==> config.mk <==
export PLATFORM = sky130hd
export DESIGN_NAME = eg_top
export DESIGN_NICKNAME = d
export VERILOG_FILES = /design/src/hdl/eg_pkg.sv /design/src/hdl/eg_top.sv
export VERILOG_INCLUDE_DIRS = /design/src /design/src/hdl
export SDC_FILE = /design/constraint.sdc
export NUM_CORES = 1
export LEC_CHECK = 0
export BUFFER_PORTS_ARGS = -buffer_cell sky130_fd_sc_hd__buf_4
export CORE_MARGIN = 2
export CORE_UTILIZATION = 33
export DETAILED_ROUTE_END_ITERATION = 16
export PLACE_DENSITY_LB_ADDON = 0.12
export SYNTH_ARGS = -nofsm -noshare
export SYNTH_HDL_FRONTEND = slang
export SYNTH_SLANG_ARGS = --single-unit
==> constraint.sdc <==
create_clock -name MCLK -period 7.2 [get_ports MCLK]
set_input_delay 0.72 -clock MCLK [delete_from_list [all_inputs] [get_ports MCLK]]
set_output_delay 0.72 -clock MCLK [all_outputs]
set_load 0.005 [all_outputs]
==> src/hdl/eg_consts.svh <==
// register map, field positions and reset values of the encoder line gate
`ifndef EG_CONSTS_SVH
`define EG_CONSTS_SVH
`define EG_ADDR_W        5
`define EG_OFS_ACQ_CTRL  5'h00
`define EG_OFS_WIN_CTRL  5'h04
`define EG_OFS_POS_STAT  5'h08
`define EG_OFS_LINE_CNT  5'h0c
`define EG_RST_ACQ_CTRL  32'h0000_0000
`define EG_RST_WIN_CTRL  32'h0000_0000
`define EG_LIMIT_MSB     23
`define EG_DECODE_BIT    24
`define EG_AQDIR_LSB     25
`define EG_WIN_EN_BIT    27
`define EG_SINGLE_BIT    28
`define EG_DUAL_BIT      29
`define EG_STEP_TRIG_BIT 30
`define EG_SYS_CLR_BIT   31
`define EG_CLR_MODE_LSB  24
`define EG_VIS_CLR_BIT   26
`define EG_STALL_BIT     27
`define EG_FREE_RUN_BIT  28
`define EG_REFSEL_LSB    29
`define EG_WO_MASK_ACQ   32'h8000_0000
`define EG_WO_MASK_WIN   32'h0400_0000
`endif

==> src/hdl/eg_pkg.sv <==
// types shared by the encoder line gate
package eg_pkg;
    typedef logic [23:0] eg_pos_t;
    typedef logic [2:0]  eg_refsel_t;
    typedef enum logic [1:0] {
        EG_DIR_BOTH = 2'b00,
        EG_DIR_UP   = 2'b01,
        EG_DIR_DOWN = 2'b10,
        EG_DIR_RSVD = 2'b11
    } eg_dir_t;
    typedef enum logic [1:0] {
        EG_CLR_MANUAL = 2'b00,
        EG_CLR_AUTO   = 2'b01,
        EG_CLR_RSVD2  = 2'b10,
        EG_CLR_RSVD3  = 2'b11
    } eg_clr_mode_t;
endpackage

==> src/hdl/eg_top.sv <==
// encoder position counter and line acquisition gate with avalon-mm registers
//
// Implementation choices: the Avalon-MM interface to the registers and the address map.
`timescale 1ns/1ps
`include "eg_consts.svh"
module eg_top (
    // clock and reset
    input  wire logic                   MCLK,
    input  wire logic                   RST_N,
    // avalon-mm slave
    input  wire logic [`EG_ADDR_W-1:0]  AVS_ADDRESS,
    input  wire logic                   AVS_READ,
    input  wire logic                   AVS_WRITE,
    input  wire logic [31:0]            AVS_WRITEDATA,
    input  wire logic [3:0]             AVS_BYTEENABLE,
    output logic      [31:0]            AVS_READDATA,
    output logic                        AVS_WAITREQUEST,
    // encoder phases
    input  wire logic                   ENC_A,
    input  wire logic                   ENC_B,
    // acquisition engine
    output logic                        LINE_ACQUIRE,
    output logic                        LINE_DIR,
    output eg_pkg::eg_pos_t             POSITION,
    output logic                        TRIG_FROM_STEP,
    // encoder divider control
    output logic                        DIV_STALL_ON_SLOW,
    output logic                        DIV_FREE_RUN,
    output eg_pkg::eg_refsel_t          DIV_REF_CLOCK_SELECT
);
    import eg_pkg::*;

    function automatic logic [31:0] be_merge(input logic [31:0] old_v, input logic [31:0] new_v,
                                             input logic [3:0] be);
        logic [31:0] r;
        r = old_v;
        for (int i = 0; i < 4; i++) begin
            if (be[i]) begin
                r[i*8 +: 8] = new_v[i*8 +: 8];
            end
        end
        return r;
    endfunction

    logic [31:0] acq_ctrl_reg;
    logic [31:0] win_ctrl_reg;
    eg_pos_t     pos_reg;
    logic [31:0] line_cnt_reg;
    logic        a_prev_reg;
    logic        b_prev_reg;
    eg_pos_t     vis_min_reg;
    eg_pos_t     vis_max_reg;
    logic        vis_valid_reg;

    // bus decode, one wait state per access
    wire         req       = AVS_READ | AVS_WRITE;
    wire         bus_done  = req & ~AVS_WAITREQUEST;
    wire         wr_acq    = bus_done & AVS_WRITE & (AVS_ADDRESS == `EG_OFS_ACQ_CTRL);
    wire         wr_win    = bus_done & AVS_WRITE & (AVS_ADDRESS == `EG_OFS_WIN_CTRL);
    wire  [31:0] acq_merge = be_merge(acq_ctrl_reg, AVS_WRITEDATA, AVS_BYTEENABLE);
    wire  [31:0] win_merge = be_merge(win_ctrl_reg, AVS_WRITEDATA, AVS_BYTEENABLE);
    wire  [31:0] acq_next  = wr_acq ? (acq_merge & ~`EG_WO_MASK_ACQ) : acq_ctrl_reg;
    wire  [31:0] win_next  = wr_win ? (win_merge & ~`EG_WO_MASK_WIN) : win_ctrl_reg;
    wire         sys_clr   = wr_acq & AVS_BYTEENABLE[3] & AVS_WRITEDATA[`EG_SYS_CLR_BIT];
    wire         vl_clr    = wr_win & AVS_BYTEENABLE[3] & AVS_WRITEDATA[`EG_VIS_CLR_BIT];
    wire  [31:0] rd_mux    = (AVS_ADDRESS == `EG_OFS_ACQ_CTRL) ? acq_ctrl_reg :
                             (AVS_ADDRESS == `EG_OFS_WIN_CTRL) ? win_ctrl_reg :
                             (AVS_ADDRESS == `EG_OFS_POS_STAT) ? {7'h00, vis_valid_reg, pos_reg} :
                             (AVS_ADDRESS == `EG_OFS_LINE_CNT) ? line_cnt_reg : 32'h0000_0000;

    // control fields
    eg_pos_t      lower_lim;
    eg_pos_t      upper_lim;
    eg_dir_t      acq_dir;
    eg_clr_mode_t clr_mode;
    assign lower_lim = acq_ctrl_reg[`EG_LIMIT_MSB:0];
    assign upper_lim = win_ctrl_reg[`EG_LIMIT_MSB:0];
    assign acq_dir   = eg_dir_t'(acq_ctrl_reg[`EG_AQDIR_LSB +: 2]);
    assign clr_mode  = eg_clr_mode_t'(win_ctrl_reg[`EG_CLR_MODE_LSB +: 2]);
    wire   dec4x     = acq_ctrl_reg[`EG_DECODE_BIT];
    wire   win_en    = acq_ctrl_reg[`EG_WIN_EN_BIT];
    wire   single    = acq_ctrl_reg[`EG_SINGLE_BIT];
    wire   dual      = acq_ctrl_reg[`EG_DUAL_BIT];

    // edge decode
    wire   a_rise    = ENC_A & ~a_prev_reg;
    wire   b_rise    = ENC_B & ~b_prev_reg;
    wire   a_chg     = ENC_A ^ a_prev_reg;
    wire   b_chg     = ENC_B ^ b_prev_reg;
    wire   cnt_a     = dec4x ? a_chg : a_rise;
    wire   cnt_b     = dec4x ? b_chg : b_rise;
    wire   quad_step = (cnt_a & ~b_chg) | (cnt_b & ~a_chg);
    wire   quad_up   = cnt_a ? (ENC_A != ENC_B) : (ENC_A == ENC_B);
    wire   step_ev   = dual ? quad_step : cnt_a;
    wire   step_up   = dual ? quad_up : 1'b1;
    eg_pos_t pos_next;
    assign pos_next  = step_up ? pos_reg + 24'h00_0001 : pos_reg - 24'h00_0001;

    // acquisition filters
    wire   dir_ok    = (acq_dir == EG_DIR_BOTH) | ((acq_dir == EG_DIR_UP) & step_up)
                     | ((acq_dir == EG_DIR_DOWN) & ~step_up);
    wire   in_win    = ~win_en | ((pos_next >= lower_lim) & (pos_next <= upper_lim));
    wire   new_val   = ~vis_valid_reg | (pos_next > vis_max_reg) | (pos_next < vis_min_reg);
    wire   visit_ok  = ~single | new_val;
    wire   acq_ev    = step_ev & dir_ok & in_win & visit_ok & ~sys_clr;
    wire   above     = pos_reg > upper_lim;
    wire   below     = pos_reg < lower_lim;
    wire   auto_clr  = (clr_mode == EG_CLR_AUTO)
                     & (((acq_dir != EG_DIR_DOWN) & above) | ((acq_dir != EG_DIR_UP) & below));
    wire   vis_clr   = sys_clr | vl_clr | auto_clr;

    // bus slave
    always_ff @(posedge MCLK) begin
        if (!RST_N) begin
            AVS_WAITREQUEST <= 1'b1;
            AVS_READDATA    <= 32'h0000_0000;
        end else begin
            AVS_WAITREQUEST <= ~(req & AVS_WAITREQUEST);
            AVS_READDATA    <= (req & AVS_WAITREQUEST & AVS_READ) ? rd_mux : 32'h0000_0000;
        end
    end

    // control words and divider outputs
    always_ff @(posedge MCLK) begin
        if (!RST_N) begin
            acq_ctrl_reg         <= `EG_RST_ACQ_CTRL;
            win_ctrl_reg         <= `EG_RST_WIN_CTRL;
            TRIG_FROM_STEP       <= 1'b0;
            DIV_STALL_ON_SLOW    <= 1'b0;
            DIV_FREE_RUN         <= 1'b0;
            DIV_REF_CLOCK_SELECT <= 3'h0;
        end else begin
            acq_ctrl_reg         <= acq_next;
            win_ctrl_reg         <= win_next;
            TRIG_FROM_STEP       <= acq_next[`EG_STEP_TRIG_BIT];
            DIV_STALL_ON_SLOW    <= win_next[`EG_STALL_BIT];
            DIV_FREE_RUN         <= win_next[`EG_FREE_RUN_BIT];
            DIV_REF_CLOCK_SELECT <= win_next[`EG_REFSEL_LSB +: 3];
        end
    end

    // position counter and line events
    always_ff @(posedge MCLK) begin
        if (!RST_N) begin
            a_prev_reg   <= 1'b0;
            b_prev_reg   <= 1'b0;
            pos_reg      <= 24'h00_0000;
            line_cnt_reg <= 32'h0000_0000;
            LINE_ACQUIRE <= 1'b0;
            LINE_DIR     <= 1'b0;
        end else begin
            a_prev_reg   <= ENC_A;
            b_prev_reg   <= ENC_B;
            LINE_ACQUIRE <= acq_ev;
            LINE_DIR     <= acq_ev ? step_up : LINE_DIR;
            if (sys_clr) begin
                pos_reg      <= 24'h00_0000;
                line_cnt_reg <= 32'h0000_0000;
            end else begin
                pos_reg      <= step_ev ? pos_next : pos_reg;
                line_cnt_reg <= acq_ev ? line_cnt_reg + 32'h0000_0001 : line_cnt_reg;
            end
        end
    end
    assign POSITION = pos_reg;

    // visited span, an acquisition beats a clear in the same cycle
    always_ff @(posedge MCLK) begin
        if (!RST_N) begin
            vis_valid_reg <= 1'b0;
            vis_min_reg   <= 24'h00_0000;
            vis_max_reg   <= 24'h00_0000;
        end else if (acq_ev) begin
            vis_valid_reg <= 1'b1;
            vis_min_reg   <= (vis_clr | ~vis_valid_reg | (pos_next < vis_min_reg)) ? pos_next : vis_min_reg;
            vis_max_reg   <= (vis_clr | ~vis_valid_reg | (pos_next > vis_max_reg)) ? pos_next : vis_max_reg;
        end else if (vis_clr) begin
            vis_valid_reg <= 1'b0;
        end
    end
endmodule

* Yosys cells after proc, flatten, opt, wreduce, memory -nomap -nowiden
Index checks and enable logic that the tools add are counted.
** Cells by class
- Add/sub/neg operators :: 3
- Multipliers :: 0
- Divide/modulo/power cells :: 0
- $lt $le $gt $ge :: 6
- Equality and inequality tests :: 10
- Shift-type cells :: 0
- Muxes and demuxes :: 17
- Bitwise gates (word level) :: 53
- Reductions and logical operators :: 16
** Operator list (count)
- 32-bit two-way mux :: 4
- 24-bit > comparator :: 2
- 24-bit < comparator :: 2
- 32-bit by 1-bit adder with 32-bit output (second input constant) :: 1
- 8-bit two-way mux :: 4
- 31-bit two-way mux :: 1
- 24-bit by 1-bit adder with 24-bit output (second input constant) :: 1
- 1-bit bitwise AND :: 24
- 24-bit greater-or-equal comparator :: 1
- 24-bit less-or-equal comparator :: 1
- 24-bit two-way mux :: 1
- 24-bit by 1-bit subtractor with 24-bit output (second input constant) :: 1
- 2-bit AND reduction :: 11
- 1-bit OR :: 14
- 1-bit NOT :: 13
- 5-bit by 4-bit == test with 1-bit output (second input constant) :: 2
- 1-bit two-way mux :: 7
- 5-bit by 3-bit == test with 1-bit output (second input constant) :: 1
- 5-bit logical NOT :: 1
- 2-bit by 1-bit == test with 1-bit output (second input constant) :: 2
- 2-bit OR reduction :: 2
- 2-bit == test (second input constant) :: 1
- 2-bit logical NOT :: 1
- 2-bit by 1-bit != test with 1-bit output (second input constant) :: 1
- other kinds (5) :: 6
** Storage, ports and cells
- Flip-flop bits (word level) :: 209
- Latch bits :: 0
- RAM bits :: 0
- Memory bits (read-only) :: 0
- Output and inout port bits :: 65
- Logic and storage cells :: 130
- Memories :: 0

* Logic depth before layout (Yosys ltp)
- Word-level depth :: 13
- Mapped depth :: 29
- Depth with buffers taken out :: 26

* Least setup slack after synthesis
Ideal clock, no wire load.
- Path type :: input to register
- Start :: in ENC_A
- End :: reg vis_max_reg[9]
- Setup time :: 0.128 ns
- Arrival time :: 6.632 ns
- Data required time :: 7.072 ns
- Path slack :: 0.441 ns
- Cell stages on the path :: 27
- Cell sequence :: ha_1 -> and2_1 -> o21ai_0 -> nand3b_1 -> inv_1 -> ha_1 -> a21o_1 -> a21o_1 -> a21oi_1 -> nor2b_1 -> or3_1 -> o21a_1 -> a221oi_1 -> xor2_1 -> inv_1 -> ha_1 -> nand4_1 -> or4_4 -> or4_1 -> o211a_1 -> or3_1 -> buf_2 -> a211oi_2 -> buf_6 -> buf_12 -> mux2i_1 -> nor2_1
** Between the ends
- Longest elaborated chain between the ends :: 12
- Elaborated cells between the ends (all ways) :: 33
- Those cells by class :: order compare (4); eq/ne (2); mux (5); bitwise (21); reduce/logical (1)
** RTL lines
- from (decl) :: RTL line eg_top.sv:19 : input wire logic ENC_A,
- 1-bit bitwise AND / 1-bit bitwise XOR (equally long branches) :: RTL line eg_top.sv:86, eg_top.sv:88
- 1-bit two-way mux :: RTL line eg_top.sv:90 : wire cnt_a = dec4x ? a_chg : a_rise;
- 1-bit two-way mux (*) :: RTL line eg_top.sv:93 : wire quad_up = cnt_a ? (ENC_A != ENC_B) : (ENC_A == ENC_B);
- 1-bit two-way mux (*) :: RTL line eg_top.sv:95 : wire step_up = dual ? quad_up : 1'b1;
- 24-bit two-way mux (*) :: RTL line eg_top.sv:97 : assign pos_next = step_up ? pos_reg + 24'h00_0001 : pos_reg - 24'h00_0001;
- via pos_next[22] :: RTL line eg_top.sv:96 : eg_pos_t pos_next;
- 24-bit greater-or-equal comparator, or another cell as far along :: RTL line eg_top.sv:102 : wire in_win = ~win_en | ((pos_next >= lower_lim) & (pos_next <= upper_lim));
- 1-bit bitwise AND / 1-bit OR (equally long branches) :: RTL line eg_top.sv:102, eg_top.sv:103
- 1-bit OR, on equally long branches :: RTL line eg_top.sv:102, eg_top.sv:103
- 1-bit bitwise AND / 1-bit OR (equally long branches) :: RTL line eg_top.sv:105, eg_top.sv:104
- 1-bit bitwise AND (2 in a row) :: RTL line eg_top.sv:105 : wire acq_ev = step_ev & dir_ok & in_win & visit_ok & ~sys_clr;
- 2-bit AND reduction (no source line) (*)
- to (signal assigned) :: RTL line eg_top.sv:176 : vis_max_reg <= (vis_clr | ~vis_valid_reg | (pos_next > vis_max_reg)) ? pos_next : vis_max_reg;
- to (decl) :: RTL line eg_top.sv:52 : eg_pos_t vis_max_reg;
Mark *: on every way through the listed nets, which the timed path passes. The rest lies on a longest branch.
A chain may end at the register's enable or synchronous reset.

* Final worst setup path
- Start :: reg a_prev_reg
- End :: reg vis_max_reg[17]
** Between the ends
- Longest elaborated chain between the ends :: 13
- Elaborated cells between the ends (all ways) :: 32
- Those cells by class :: order compare (4); mux (5); bitwise (22); reduce/logical (1)
** RTL lines
- from (decl) :: RTL line eg_top.sv:49 : logic a_prev_reg;
- from (signal assigned) :: RTL line eg_top.sv:145 : a_prev_reg <= 1'b0;
- from (signal assigned) :: RTL line eg_top.sv:152 : a_prev_reg <= ENC_A;
- 1-bit NOT :: RTL line eg_top.sv:86 : wire a_rise = ENC_A & ~a_prev_reg;
- 1-bit bitwise AND :: RTL line eg_top.sv:86
- 1-bit two-way mux (*) :: RTL line eg_top.sv:90
- 1-bit two-way mux (*) :: RTL line eg_top.sv:93
- 1-bit two-way mux (*) :: RTL line eg_top.sv:95
- 24-bit two-way mux (*) :: RTL line eg_top.sv:97
- via pos_next[22] :: RTL line eg_top.sv:96
- 24-bit greater-or-equal comparator, or another cell as far along :: RTL line eg_top.sv:102
- 1-bit bitwise AND / 1-bit OR (equally long branches) :: RTL line eg_top.sv:102, eg_top.sv:103
- 1-bit OR, on equally long branches :: RTL line eg_top.sv:102, eg_top.sv:103
- 1-bit bitwise AND / 1-bit OR (equally long branches) :: RTL line eg_top.sv:105, eg_top.sv:104
- 1-bit bitwise AND (2 in a row) :: RTL line eg_top.sv:105
- 2-bit AND reduction (no source line) (*)
Marked as above.

==> flow_summary.ini <==
[outcome]
status = finished clean

[timing]
tns_ns = 0
fin_crit_sh = 0.927
grt_setup_unrepaired = no
slew_headroom = 0.302
worst_pin_slew_ns = 1.04
slew_violations = 0
hold_viol = 0
max_freq_mhz = 150
timing.final.crit_period_ns = 6.67
fin_worst_skew_ns = 0.0365
setup_viol_count_final = 0

[setup_path]
rrSetupSlack_ns = 0.53
critPathLaunch = a_prev_reg
cp-start-kind = flip-flop
timing.rr.start = a_prev_reg
critPathRequiredTime_ns = 7.60
crit_arrival_ns = 7.07
r2r_end = vis_max_reg[17]
worstPathMaxFanout = 16
endpoint_kind = flip-flop
worst-setup-path-type = reg -> reg
critPathCapture = vis_max_reg[17]
r2r_cells = 27

[route]
drtAntennaViolNets = 0
vias = 11200
drc = 0
wirelength_mm = 41.5
routedWlPerCell_um = 19.2
drt_pre_antenna_iters = 5
vias_per_cell = 5.20
drtIter0Drc = 690

[global_routing]
grt_max_degree = 67
overflow = 0
grt_antenna_before_repair = 0
grtUsageTotal = 0.203
grt_pass1_vias = 11000
grt_first_pass_wirelength_mm = 65.1

[yosys]
yosysUniqueCellTypes = 62
synth_area_leader_cell = dfxtp_1
syn_area_per_cell_um2 = 8.57
ys.flop_type = dfxtp_1
yosysSeqAreaShare = 0.321
netlist_instances = 1486
synth_top_area_share = 0.321
synth_edf_count = 0
synth_fp_nets = 1702
ys_ff_latch = 204
yosys_warnings = 0
syn_area_mm2 = 0.0127
synthArstFlopShare = 0
synth_top_cells_by_area = dfxtp_1 32%, ha_1 17%, mux2i_1 8.3%, nor2_1 4.5%, a21oi_1 4.2%

[clocking]
clock-root-buffer = clkbuf_16
clkSlewWorstSetupHoldPaths_ns = 0.06
clock_sinks = 204
post_cts_buffers = 0
cts_tree = yes
h-tree-depth = 1
clock_latency_ns = 0.57
numCtsBuffers = 26
clockBufferDepth = 3

[pwr]
clkPwrFrac = 0.492
p_leak_nw = 6.70
power_frac_comb = 0.097
finalPower_mw = 2.81
vdd_ir_drop_max_mv = 0.131
pwr-share-seq = 0.411
switching_share = 0.257
powerDensity_mw_per_mm2 = 182
p_int_mw = 2.09
p_sw_mw = 0.722

[layout]
drive_gt1_frac = 0.157
utilization = 0.407
fin_nets = 1845
area_growth_pct = 21.0
diodes = 0
stdcell_count = 2160
layout_common_cells = 204 x dfxtp_1, 173 x buf_4, 168 x ha_1, 152 x nor2_1, 117 x inv_1
mostFrequentLayoutCell = dfxtp_1

[die]
row_count = 71
initial_utilization = 0.336
ios = 112
die-area_mm2 = 0.0402
chipWidth_um = 200
dieHeight_um = 200
core_mm2 = 0.0378

[min_path]
hp-class = in -> reg

[run]
cap_violations = 0

[placed_design]
dp.cells = 2112
port_buffers = 111
gp_congestion = 0.854
dp_hpwl_mm = 30.6
==> metal layers <==
| layer | up-vias | wire (um) | global-route usage |
|---|---|---|---|
| li1 | 5592 | - | - |
| met1 | 5319 | 19900 | 0.279 |
| met2 | 260 | 18800 | 0.336 |
| met3 | 54 | 1710 | 0.0280 |
| met4 | 0 | 1010 | 0.0503 |
| met5 | - | 0 | 0 |
==> how the worst min path moves through the flow <==
stage / end / startpoint / slack (ns) / depth (start not counted)
after floorplan: AVS_WAITREQUEST / AVS_WAITREQUEST / 0.43 / 1
after global placement: AVS_WAITREQUEST / AVS_WAITREQUEST / 0.43 / 1
after CTS: AVS_WAITREQUEST / AVS_READ / 0.37 / 2
after detailed placement: AVS_WAITREQUEST / AVS_WAITREQUEST / 0.43 / 1
after global routing: AVS_WAITREQUEST / AVS_READ / 0.39 / 2
final: AVS_WAITREQUEST / AVS_READ / 0.38 / 2
==> synthesized netlist by cell type (all sizes together), types with 4 or more instances <==
library cell  instances
nor4                  7
or3                  16
and4                  6
xnor2                19
xor2                  8
a21oi               106
buf                  12
ha                  168
o21a                  9
nand4                29
o21ai                70
mux2                 24
o21bai                4
a211o                 4
o31ai                19
nand2b                4
o211ai               13
nor2                152
a31oi                 6
clkbuf               52
a21o                 40
mux2i               106
and3                 14
nand3                31
a211oi                8
a22oi                34
nand2               114
inv                 118
or4                  16
nor3                 15
o2111ai               4
dfxtp               204
nor2b                11
and2                 11
a221oi                4
==> area by class of cell <==
| class | instances | area [um2] |
|---|---|---|
| fillers | 3906 | 22400 |
| flip-flops and latches | 204 | 4080 |
| clock buffers | 33 | 697 |
| repair buffers | 179 | 1420 |
| well taps | 511 | 639 |
| inverters | 118 | 444 |
| clock inverters | 15 | 195 |
| multi-input cells | 1100 | 7930 |
==> per-stage QoR <==
stage / hold WS [ns] / setup WS, ns / cell area (um2)
after floorplan: 0.426 / 0.441 / 12700
after global routing: 0.388 / 0.0251 / 15400
after detailed placement: 0.431 / 0.00321 / 14500
after CTS: 0.370 / 0.473 / 15400
after global placement: 0.427 / -0.00358 / 14500
final: 0.385 / 0.526 / 15400
==> worst max-delay path, stage by stage, from the launching register on <==
cell,delay [ns]
dfxtp_1,0.31
inv_1,0.04
ha_1,0.28
and2_1,0.18
nor3_1,0.15
nand3b_1,0.27
inv_1,0.07
buf_4,0.21
fa_1,0.42
a21oi_1,0.18
o21ai_0,0.14
and4_1,0.25
o2111ai_1,0.20
nand2_1,0.14
o21a_1,0.24
a221oi_1,0.31
xor2_1,0.22
inv_1,0.13
ha_1,0.32
nand4_1,0.16
or4_4,0.47
or4_1,0.42
o211a_1,0.14
or3_1,0.44
a211oi_4,0.36
buf_12,0.21
mux2i_1,0.20
nor2_1,0.05
==> cells by family after synthesis <==
family,after synthesis,synth area share
compound gates,340,0.168
xor+xnor,27,0.0186
fa+ha+maj,169,0.167
buf+inv,182,0.0595
flops,204,0.321
mux,130,0.105
simple gates,434,0.161
==> power by group through the flow <==
| stage | Sequential, mW | Clock, mW | Combinational [mW] |
|---|---|---|---|
| 2_1_floorplan | 1.17 | 0 | 0.159 |
| 3_3_place_gp | 1.18 | 0 | 0.270 |
| 3_5_place_dp | 1.18 | 0 | 0.272 |
| 4_1_cts | 1.15 | 1.41 | 0.274 |
| 5_1_grt | 1.15 | 1.46 | 0.300 |
| 6_report | 1.15 | 1.38 | 0.273 |
==> timing repair <==
item                                    CTS  global route
endpoints found under the setup margin    0            54
hold buffers                              0             0
gates resized for setup                   0             2
Note: power is estimated with default switching activity, not from simulation.
